### src/design/breaker_failure_pkg.sv
// Constants, register map and state types of the breaker failure logic
package breaker_failure_pkg;
    // Clock and tick timing
    localparam int CLK_PERIOD_NS = 10;
    localparam int TICK_NS       = 1000000;
    localparam int TICK_W        = 20;
    // Register byte addresses
    localparam logic [7:0] ADDR_CTRL    = 8'h00;
    localparam logic [7:0] ADDR_BU_DLY  = 8'h04;
    localparam logic [7:0] ADDR_RT_DLY  = 8'h08;
    localparam logic [7:0] ADDR_PUL_DLY = 8'h0c;
    localparam logic [7:0] ADDR_PH_THR  = 8'h10;
    localparam logic [7:0] ADDR_RES_THR = 8'h14;
    localparam logic [7:0] ADDR_STATE   = 8'h18;
    localparam logic [7:0] ADDR_IRQ_ST  = 8'h1c;
    localparam logic [7:0] ADDR_IRQ_MSK = 8'h20;
    // Control field positions
    localparam int CTRL_MODE_LSB = 0;
    localparam int CTRL_RT_EN    = 2;
    localparam int CTRL_SP       = 3;
    // Setting limits and reset values, in ms or current units
    localparam logic [15:0] BU_DLY_MIN  = 16'h0064;
    localparam logic [15:0] BU_DLY_MAX  = 16'hea60;
    localparam logic [15:0] BU_DLY_RST  = 16'h03e8;
    localparam logic [15:0] RT_DLY_MIN  = 16'h0000;
    localparam logic [15:0] RT_DLY_MAX  = 16'h03e8;
    localparam logic [15:0] RT_DLY_RST  = 16'h0064;
    localparam logic [15:0] PUL_DLY_MIN = 16'h0000;
    localparam logic [15:0] PUL_DLY_MAX = 16'hea60;
    localparam logic [15:0] PUL_DLY_RST = 16'h0064;
    localparam logic [15:0] PH_THR_RST  = 16'h001e;
    localparam logic [15:0] RES_THR_RST = 16'h0014;

    typedef enum logic [1:0] {
        MODE_OFF     = 2'h0,
        MODE_CURRENT = 2'h1,
        MODE_CONTACT = 2'h3,
        MODE_BOTH    = 2'h2
    } op_mode_e;

    typedef struct packed {
        logic [7:0]  addr;
        logic [31:0] wdata;
        logic        wr;
        logic        rd;
    } reg_req_s;

    typedef struct packed {
        logic [2:0][15:0] phase;
        logic [15:0]      res;
    } meas_s;

    typedef struct packed {
        op_mode_e         mode;
        logic             rt_en;
        logic             sp;
        logic [15:0]      bu_dly;
        logic [15:0]      rt_dly;
        logic [15:0]      pul_dly;
        logic [15:0]      ph_thr;
        logic [15:0]      res_thr;
        logic [1:0]       irq_st;
        logic [1:0]       irq_msk;
        logic [TICK_W-1:0] tick_cnt;
        logic             tick;
        logic [2:0]       start_q;
        logic [2:0]       bu_run;
        logic [2:0]       rt_run;
        logic [2:0][15:0] bu_cnt;
        logic [2:0][15:0] rt_cnt;
        logic             bu_on;
        logic [15:0]      bu_pul;
        logic [2:0]       rt_on;
        logic [2:0][15:0] rt_pul;
        logic [31:0]      rdata;
        logic             irq;
    } state_s;

    localparam state_s STATE_RST = '{
        mode:    MODE_OFF,
        bu_dly:  BU_DLY_RST,
        rt_dly:  RT_DLY_RST,
        pul_dly: PUL_DLY_RST,
        ph_thr:  PH_THR_RST,
        res_thr: RES_THR_RST,
        default: '0
    };
endpackage

### src/design/breaker_failure_logic.sv
// Breaker failure decision logic with register port and interrupt
`timescale 1ns/1ps
`default_nettype none

// Operation
// - Start rising edge launches separate backup and retrip timers per phase.
// - Common start only in three-pole mode, phase starts in single-pole mode.
// - Current mode judges fault by overcurrent flags, ignores breaker inputs.
// - Contact mode uses breaker-closed inputs, common or per phase.
// - Combined mode resets only when current and breaker are both healthy.
// - Operation off keeps everything idle, no trip outputs.
// - Backup expiry with persisting fault asserts backup trip.
// - Trip outputs stay high at least the pulse duration.
// - Single-pole with retrip on: retrip per phase at retrip delay expiry.
// - Inhibit input suppresses operation while active.
// - Backup delay 100 to 60000 ms, default 1000.
// - Retrip delay 0 to 1000 ms, default 100.
// - Pulse duration 0 to 60000 ms, default 100.
// - Phase and residual overcurrent flags compare against thresholds.
module breaker_failure_logic
#(
    parameter int TICK_CYCLES = breaker_failure_pkg::TICK_NS / breaker_failure_pkg::CLK_PERIOD_NS
)
(
    // Clock and reset
    input  wire logic                         i_sys_clk,
    input  wire logic                         i_rst,
    // Register port
    input  wire breaker_failure_pkg::reg_req_s i_reg,
    output logic [31:0]                       o_rdata,
    output logic                              o_irq,
    // Starts, breaker status, inhibit
    input  wire logic                         i_common_start_in,
    input  wire logic [2:0]                   i_phase_start_in,
    input  wire logic                         i_breaker_closed_in,
    input  wire logic [2:0]                   i_breaker_closed_p_in,
    input  wire logic                         i_inhibit_in,
    // Current magnitudes
    input  wire breaker_failure_pkg::meas_s   i_meas,
    // Trip outputs
    output logic                              o_backup_trip_out,
    output logic [2:0]                        o_retrip_out
);
    import breaker_failure_pkg::*;

    // Ticks closer than three cycles apart would defeat the tick spacing check
    if (TICK_CYCLES < 3 || TICK_CYCLES > (2 ** TICK_W)) begin : g_bad_tick
        $error("TICK_CYCLES out of range");
    end

    localparam logic [TICK_W-1:0] TICK_LAST = TICK_W'(TICK_CYCLES - 1);

    state_s s_reg;
    state_s s_next;

    logic       active;
    logic [2:0] oc;
    logic       oc_res;
    logic [2:0] st;
    logic [2:0] edg;
    logic [2:0] cb;
    logic [2:0] flt;
    logic [2:0] bu_fire;
    logic [2:0] rt_fire;

    function automatic logic [15:0] clamp16(input logic [15:0] v, input logic [15:0] lo,
                                            input logic [15:0] hi);
        clamp16 = (v < lo) ? lo : ((v > hi) ? hi : v);
    endfunction

    // Fault persists according to the supervision mode
    function automatic logic fault(input op_mode_e m, input logic cur, input logic cls);
        case (m)
            MODE_CURRENT: fault = cur;
            MODE_CONTACT: fault = cls;
            MODE_BOTH:    fault = cur | cls;
            default:      fault = 1'b0;
        endcase
    endfunction

    assign active = (s_reg.mode != MODE_OFF) && !i_inhibit_in;
    assign oc_res = i_meas.res > s_reg.res_thr;
    assign st     = s_reg.sp ? i_phase_start_in : {3{i_common_start_in}};
    assign cb     = s_reg.sp ? i_breaker_closed_p_in : {3{i_breaker_closed_in}};
    assign edg    = st & ~s_reg.start_q;

    for (genvar p = 0; p < 3; p++) begin : g_phase
        assign oc[p]  = i_meas.phase[p] > s_reg.ph_thr;
        assign flt[p] = fault(s_reg.mode, oc[p] | oc_res, cb[p]);
    end

    always_comb begin
        s_next       = s_reg;
        s_next.rdata = 32'h0;
        bu_fire      = 3'h0;
        rt_fire      = 3'h0;

        // 1 ms tick
        if (s_reg.tick_cnt == TICK_LAST) begin
            s_next.tick_cnt = '0;
            s_next.tick     = 1'b1;
        end else begin
            s_next.tick_cnt = s_reg.tick_cnt + TICK_W'(1);
            s_next.tick     = 1'b0;
        end

        s_next.start_q = st;
        for (int p = 0; p < 3; p++) begin
            if (!active) begin
                s_next.bu_run[p] = 1'b0;
                s_next.rt_run[p] = 1'b0;
            end else if (edg[p]) begin
                s_next.bu_run[p] = 1'b1;
                s_next.bu_cnt[p] = s_reg.bu_dly;
                s_next.rt_run[p] = s_reg.sp && s_reg.rt_en;
                s_next.rt_cnt[p] = s_reg.rt_dly;
            end else if (!flt[p]) begin
                s_next.bu_run[p] = 1'b0;
                s_next.rt_run[p] = 1'b0;
            end else begin
                if (s_reg.bu_run[p]) begin
                    if (s_reg.bu_cnt[p] == 16'h0) begin
                        s_next.bu_run[p] = 1'b0;
                        bu_fire[p]       = 1'b1;
                    end else if (s_reg.tick) begin
                        s_next.bu_cnt[p] = s_reg.bu_cnt[p] - 16'h1;
                    end
                end
                if (s_reg.rt_run[p]) begin
                    if (s_reg.rt_cnt[p] == 16'h0) begin
                        s_next.rt_run[p] = 1'b0;
                        rt_fire[p]       = s_reg.sp && s_reg.rt_en;
                    end else if (s_reg.tick) begin
                        s_next.rt_cnt[p] = s_reg.rt_cnt[p] - 16'h1;
                    end
                end
            end

            // Retrip pulse per phase
            if (!active) begin
                s_next.rt_on[p] = 1'b0;
            end else if (rt_fire[p]) begin
                s_next.rt_on[p]  = 1'b1;
                s_next.rt_pul[p] = s_reg.pul_dly;
            end else if (s_reg.rt_on[p]) begin
                if (s_reg.rt_pul[p] == 16'h0) begin
                    s_next.rt_on[p] = 1'b0;
                end else if (s_reg.tick) begin
                    s_next.rt_pul[p] = s_reg.rt_pul[p] - 16'h1;
                end
            end
        end

        // Backup trip pulse
        if (!active) begin
            s_next.bu_on = 1'b0;
        end else if (|bu_fire) begin
            s_next.bu_on  = 1'b1;
            s_next.bu_pul = s_reg.pul_dly;
        end else if (s_reg.bu_on) begin
            if (s_reg.bu_pul == 16'h0) begin
                s_next.bu_on = 1'b0;
            end else if (s_reg.tick) begin
                s_next.bu_pul = s_reg.bu_pul - 16'h1;
            end
        end

        // Register writes; settings clamped to their legal ranges
        if (i_reg.wr) begin
            case (i_reg.addr)
                ADDR_CTRL: begin
                    s_next.mode  = op_mode_e'(i_reg.wdata[CTRL_MODE_LSB +: 2]);
                    s_next.rt_en = i_reg.wdata[CTRL_RT_EN];
                    s_next.sp    = i_reg.wdata[CTRL_SP];
                end
                ADDR_BU_DLY:  s_next.bu_dly  = clamp16(i_reg.wdata[15:0], BU_DLY_MIN, BU_DLY_MAX);
                ADDR_RT_DLY:  s_next.rt_dly  = clamp16(i_reg.wdata[15:0], RT_DLY_MIN, RT_DLY_MAX);
                ADDR_PUL_DLY: s_next.pul_dly = clamp16(i_reg.wdata[15:0], PUL_DLY_MIN, PUL_DLY_MAX);
                ADDR_PH_THR:  s_next.ph_thr  = i_reg.wdata[15:0];
                ADDR_RES_THR: s_next.res_thr = i_reg.wdata[15:0];
                ADDR_IRQ_ST:  s_next.irq_st  = s_reg.irq_st & ~i_reg.wdata[1:0];
                ADDR_IRQ_MSK: s_next.irq_msk = i_reg.wdata[1:0];
                default: begin
                end
            endcase
        end
        // Events win over a same-cycle clear
        s_next.irq_st = s_next.irq_st | {|rt_fire, |bu_fire};
        s_next.irq    = |(s_next.irq_st & s_next.irq_msk);

        if (i_reg.rd) begin
            case (i_reg.addr)
                ADDR_CTRL:    s_next.rdata = {28'h0, s_reg.sp, s_reg.rt_en, s_reg.mode};
                ADDR_BU_DLY:  s_next.rdata = {16'h0, s_reg.bu_dly};
                ADDR_RT_DLY:  s_next.rdata = {16'h0, s_reg.rt_dly};
                ADDR_PUL_DLY: s_next.rdata = {16'h0, s_reg.pul_dly};
                ADDR_PH_THR:  s_next.rdata = {16'h0, s_reg.ph_thr};
                ADDR_RES_THR: s_next.rdata = {16'h0, s_reg.res_thr};
                ADDR_STATE:   s_next.rdata = {18'h0, oc_res, oc, s_reg.rt_run, s_reg.bu_run,
                                              s_reg.rt_on, s_reg.bu_on};
                ADDR_IRQ_ST:  s_next.rdata = {30'h0, s_reg.irq_st};
                ADDR_IRQ_MSK: s_next.rdata = {30'h0, s_reg.irq_msk};
                default:      s_next.rdata = 32'h0;
            endcase
        end
    end

    always_ff @(posedge i_sys_clk) begin
        if (i_rst) begin
            s_reg <= STATE_RST;
        end else begin
            s_reg <= s_next;
        end
    end

    assign o_rdata           = s_reg.rdata;
    assign o_irq             = s_reg.irq;
    assign o_backup_trip_out = s_reg.bu_on;
    assign o_retrip_out      = s_reg.rt_on;
endmodule // breaker_failure_logic

`default_nettype wire

### config.mk
export PLATFORM = sky130hd
export DESIGN_NAME = breaker_failure_logic
export DESIGN_NICKNAME = d
export VERILOG_FILES = /design/src/design/breaker_failure_pkg.sv /design/src/design/breaker_failure_logic.sv
export SDC_FILE = /design/constraint.sdc
export NUM_CORES = 1
export LEC_CHECK = 0
export BUFFER_PORTS_ARGS = -buffer_cell sky130_fd_sc_hd__clkbuf_2
export CAP_MARGIN = 40
export CELL_PAD_IN_SITES_DETAIL_PLACEMENT = 1
export CELL_PAD_IN_SITES_GLOBAL_PLACEMENT = 2
export CORE_ASPECT_RATIO = 1.5
export CORE_UTILIZATION = 25
export CTS_BUF_LIST = sky130_fd_sc_hd__clkbuf_16
export CTS_CLUSTER_SIZE = 16
export DETAILED_ROUTE_END_ITERATION = 16
export PLACE_DENSITY_LB_ADDON = 0.1
export SYNTH_ARGS = -nofsm -noshare
export SYNTH_HDL_FRONTEND = slang
export SYNTH_SLANG_ARGS = --single-unit
### constraint.sdc
create_clock -name i_sys_clk -period 3.18 [get_ports i_sys_clk]
set_input_delay 0.318 -clock i_sys_clk [delete_from_list [all_inputs] [get_ports i_sys_clk]]
set_output_delay 0.318 -clock i_sys_clk [all_outputs]
set_load 0.01 [all_outputs]
---- After elaboration in Yosys (flattened, before gate mapping) ----
Cells that the tools add are included.
word-level totals
  register bits after elaboration ......... 315
  latch bits .............................. 0
  memory bits (writable) .................. 0
  memory bits (read-only) ................. 0
  input port bits ......................... 117
  output and inout bits ................... 37
  word-level logic and storage cells ...... 266
  memories kept ........................... 0
operators by class
  add/subtract/negate cells ............... 11
  multiply operators ...................... 0
  div/mod/pow operators ................... 0
  magnitude comparators ................... 8
  equal/unequal tests ..................... 22
  shifts and indexed selects .............. 0
  mux-type cells .......................... 125
  bitwise gates (word level) .............. 14
  reductions and logical operators ........ 57
operators by type and width
  cell                     count
  $mux W16                 49
  $logic_not A16 Y1        10
  $sub A16 B1 Y16 const B  10
  $pmux W16 S9             1
  $mux W1                  65
  $gt A16 B16 Y1           4
  $reduce_bool A2 Y1       21
  $mux W17                 2
  $eq A8 B5 Y1 const B     4
  $reduce_and A5 Y1        6
  $add A20 B1 Y20 const B  1
  $eq A20 B17 Y1 const B   1
  $ne A2 B2 Y1 const B     10
  $eq A8 B4 Y1 const B     2
  $gt A16 B10 Y1 const B   1
  $gt A16 B16 Y1 const B   1
  $lt A16 B1 Y1 const B    1
  $lt A16 B7 Y1 const B    1
  $reduce_and A4 Y1        4
  $reduce_and A2 Y1        6
  $pmux W1 S3              3
  $eq A8 B3 Y1 const B     1
  $eq A8 B6 Y1 const B     1
  $logic_not A8 Y1         1
  other kinds (16)         31

---- Longest topological paths before layout ----
  depth after elaboration ................. 11
  gate-level depth with buffers ........... 13
  mapped depth without buffers ............ 10

---- Worst setup path before layout ----
Ideal clock, no wire load.
  path kind ............................... flip-flop to flip-flop
  from .................................... register s_reg[101] in the netlist's numbering
  to ...................................... register s_reg[43] in the netlist's numbering
  setup time .............................. 143 ps
  data arrival time ....................... 2822 ps
  required time ........................... 3037 ps
  slack ................................... 215 ps
  stages on the path, launching flop included .. 13
  path buffers ............................ 2
  clock period less this slack ............ 2965 ps
  cells stage by stage .................... dfxtp_1 -> inv_1 -> ha_1 -> or4b_4 -> or3_4 -> or4_4 -> or3_4 -> nor3_2 -> nand4b_1 -> buf_6 -> buf_6 -> nor2_1 -> a211oi_2
between the ends
  longest elaborated chain between the ends .. 8
  elaborated cells on any way between the ends .. 11
  classes of those cells .................. 1 x eq/ne; 6 x mux; 4 x reduce/logical
RTL lines
  item                                                          line                          source
  from (decl)                                                   breaker_failure_logic.sv:53   state_s s_reg;
  from (signal assigned)                                        breaker_failure_logic.sv:212  s_reg <= s_next;
  $logic_not A16 Y1 (*)                                         breaker_failure_logic.sv:130  if (s_reg.rt_cnt[p] == 16'h0) begin
  $mux W1 (*)                                                   breaker_failure_logic.sv:130
  $mux W1 (*)                                                   breaker_failure_logic.sv:129  if (s_reg.rt_run[p]) begin
  $mux W1 (*)                                                   breaker_failure_logic.sv:117  end else if (!flt[p]) begin
  $mux W1 (*)                                                   breaker_failure_logic.sv:112  end else if (edg[p]) begin
  $mux W1 (*)                                                   breaker_failure_logic.sv:109  if (!active) begin
  $ne A2 B2 Y1 (no line) or $reduce_bool A2 Y1 (tied branches)  -
  $reduce_and A4 Y1 (no line)                                   -
Mark *: on every way between the ends. The rest lies on a longest branch, timed or not.
A chain may end at the register's enable or synchronous reset.

---- Final worst setup path ----
  from .................................... register s_reg[101] in the netlist's numbering
  to ...................................... register s_reg[44] in the netlist's numbering
Same word-level chain as after synthesis.

==> flow_summary.ini <==
[status]
status = complete, but fails checks
violations = DRC

[run]
max_cap_viol_count = 0

[floorplan]
core_sq_um = 66600
ios = 154
die_width_um = 214
rows = 116
initial_core_util = 0.252
die_area_sq_um = 68300
die_h_um = 320

[layout]
antenna_cells = 0
utilization = 0.313
largest_reg_flops = 278
finalInstanceArea_sq_um = 20800
fin_nets = 2509
drive_above_1_share = 0.193
area_delta_synth_final_pct = 23.8

[setup_path]
path_cells = inv_2 -> ha_4 -> or4b_4 -> or3_4 -> or4_4 -> or3_4 -> nor3_4 -> nand4b_1 -> buf_6 -> buf_12 -> mux2i_2 -> nor2_1
start_kind = flip-flop
cpMaxStageDelayCell = or4b_4
worstPathRequired_ns = 3.62
worstSetupEndpoint = s_reg[44]$_SDFFE_PP0P_
arrival_ns = 3.56
endpoint_kind = flip-flop
r2r.worst_path.cells = 12
regToRegEndpoint = s_reg[44]$_SDFFE_PP0P_
crit_buf_inv = 3
worst-setup-path-type = flip-flop to flip-flop
worstPathMaxFanout = 7
r2r-start = s_reg[101]$_SDFFE_PP0P_
max_stage_delay_ns = 0.48
crit_top_cell = or3_4
cp_num_cells = 12
cp_top_family = simple AND/OR/NAND/NOR gates
regToRegSetupSlack_ns = 0.06
startpoint = s_reg[101]$_SDFFE_PP0P_

[logic_synthesis]
ys_warn_count = 0
syn_area_sq_um = 16800
postSynthAreaPerCell_sq_um = 7.86
yosysTopAreaCell = dfxtp_1
syn_inst = 2139
yosysTopAreaCellShare = 0.356
synth_flop_cell = dfxtp_1
yosys_register_bits = 299
synth-edff-count = 0
yosysSeqAreaShare = 0.356
async_flop_share = 0
yosysUniqueCellTypes = 83
ys_top_cells_by_area = dfxtp_1 (36%), ha_1 (5.6%), nand2_1 (5.3%)

[placed_design]
place_congestion = 0.822
dp_hpwl_mm = 55.9
port-buffer-count = 121
placed_area_sq_um = 19100

[grt]
grt_antenna_before_repair = 3
track_usage = 0.217
grt_pass1_wl_mm = 112
grt_max_degree = 84
globalRouteOverflowTotal = 0
grt_pass1_vias = 17600

[clocking]
numCtsBuffers = 38
htreeDepth = 2
cts_tree = built
cts_sinks = 299
hold_buffers = 0
clk_path_buf_depth = 3
clock_latency_ns = 0.57
root_buffer = clkbuf_16
path_clk_slew_ns = 0.06

[drt]
ant_nets = 0
drtIter0Drc = 870
wl_per_cell_um = 23.3
viasPerCell = 5.32
routed-via-count = 17100
routed_wirelength_mm = 75.1
first_pass_iters = 13
drcViolationCount = 1

[worst_hold_path]
hold_path.class = input port to flip-flop
hold_path_depth = 3

[sta]
finalCriticalPeriod_ns = 3.12
maxSlewHeadroom = 0.402
finalCritPeriodShare = 0.983
fmax_mhz = 320
hold_viol = 0
rsz0062_at_grt = yes
setup_viol = 0
worst_pin_slew_ns = 0.889
finalMaxSlewViolations = 0
fin_worst_skew_ns = 0.0255

[power_and_ir_drop]
p_leak_nw = 7.85
powerDensity_nw_per_um2 = 403
ir_worst_vdd_uv = 315
design_power_total_mw = 8.39
## Yosys cell counts (all sizes together), types with 13 or more instances
| cell | n |
|---|---|
| a22oi | 24 |
| a222oi | 26 |
| nor3b | 13 |
| or4 | 17 |
| mux2i | 13 |
| o22ai | 23 |
| a32o | 14 |
| xnor2 | 50 |
| buf | 53 |
| nor2 | 231 |
| o21ai | 90 |
| a211oi | 91 |
| ha | 75 |
| or3 | 20 |
| clkbuf | 110 |
| nand4 | 30 |
| a21oi | 168 |
| nor3 | 69 |
| nand3 | 105 |
| a31oi | 17 |
| xor2 | 27 |
| nor4 | 52 |
| and2 | 15 |
| dfxtp | 299 |
| inv | 78 |
| nand2 | 238 |
| and3 | 18 |
| o211ai | 15 |
## stage by stage
step | setup slack [ns] | hold WS, ns | setup TNS [ns] | cells
2_1_floorplan | 0.215 | 0.430 | 0 | 2154
3_3_place_gp | -0.0899 | 0.444 | -2.07 | 3151
3_5_place_dp | -0.180 | 0.462 | -5.59 | 3151
4_1_cts | 0.00112 | 0.0752 | 0 | 3212
5_1_grt | -0.0345 | 0.118 | -0.194 | 3222
6_report | 0.0555 | 0.112 | 0 | 3222
## worst min-delay path by stage
stage                     startpoint                       to  slack [ns]
2_1_floorplan  s_reg[207]$_SDFF_PP0_    s_reg[207]$_SDFF_PP0_        0.43
3_3_place_gp   s_reg[207]$_SDFF_PP0_    s_reg[207]$_SDFF_PP0_        0.44
3_5_place_dp   s_reg[207]$_SDFF_PP0_    s_reg[207]$_SDFF_PP0_        0.46
4_1_cts                    i_reg[16]  s_reg[277]$_SDFFE_PP0P_        0.08
5_1_grt                    i_reg[15]  s_reg[244]$_SDFFE_PP0P_        0.12
6_report         i_phase_start_in[1]    s_reg[204]$_SDFF_PP0_        0.11
## power breakdown
| part | leakage [nW] | total, mW | switching (mW) | internal [mW] |
|---|---|---|---|---|
| clock | 0.579 | 4.07 | 1.79 | 2.28 |
| combinational | 4.86 | 0.553 | 0.374 | 0.179 |
| sequential | 2.41 | 3.76 | 0.00921 | 3.75 |
| total | 7.85 | 8.39 | 2.17 | 6.21 |
## routing by layer
metal | vias up | routed length [um] | track usage
met5 | - | 17 | 0
met4 | 2 | 2730 | 0.0749
met3 | 91 | 2460 | 0.0277
met2 | 301 | 38400 | 0.391
met1 | 8607 | 31500 | 0.260
li1 | 8148 | - | -
## placed cells by master (no fill, tap or decap), drive strengths merged, types with 9 or more instances in the layout
master,instances
dfxtp,299
o21ai,90
or3,20
a21oi,168
a32o,14
a221oi,11
buf,162
clkinv,10
nand2b,9
nand2,238
nor3,69
o211ai,15
and3,18
nand3,105
a22oi,24
a222oi,26
nor2b,10
mux2i,13
nor3b,13
a21o,9
a31oi,17
or4,17
xor2,27
o22ai,23
ha,75
nor4,52
a211oi,91
and2,15
inv,88
conb,16
xnor2,50
a22o,9
nand4,30
clkbuf,162
nor2,231
o311ai,11
## kinds of logic after synthesis
group / synth area share
and+or+nand+nor: 0.245
AOI/OAI and AO/OA: 0.231
DFF: 0.356
buffers and inverters: 0.0641
xor gates and xnor gates: 0.0401
adders and majority gates: 0.0558
muxes: 0.00774
other: 0.000223
## repair_timing
action,CTS,global route
buffers inserted,0,7
cloned,1,4
resized for setup,17,88
pin swaps,5,20
endpoints found under the setup margin,73,114
## worst reg2reg max path: stages, from the launching register on
cell and delay, ns:
dfxtp_2 0.33, inv_2 0.07, ha_4 0.13, or4b_4 0.48, or3_4 0.35, or4_4 0.42
or3_4 0.37, nor3_4 0.16, nand4b_1 0.13, buf_6 0.17, buf_12 0.15, mux2i_2 0.17
nor2_1 0.06
## area by class of cell
cell class                      count  area, sq um
Clock inverter                     21          133
Inverter                           78          293
Multi-Input combinational cell   1615        10300
Sequential cell                   299         6000
Tap cell                          885         1110
Fill cell                        7841        45800
Timing Repair Buffer              285         2010
Clock buffer                       39          976
(Power assumes the default switching activity.)
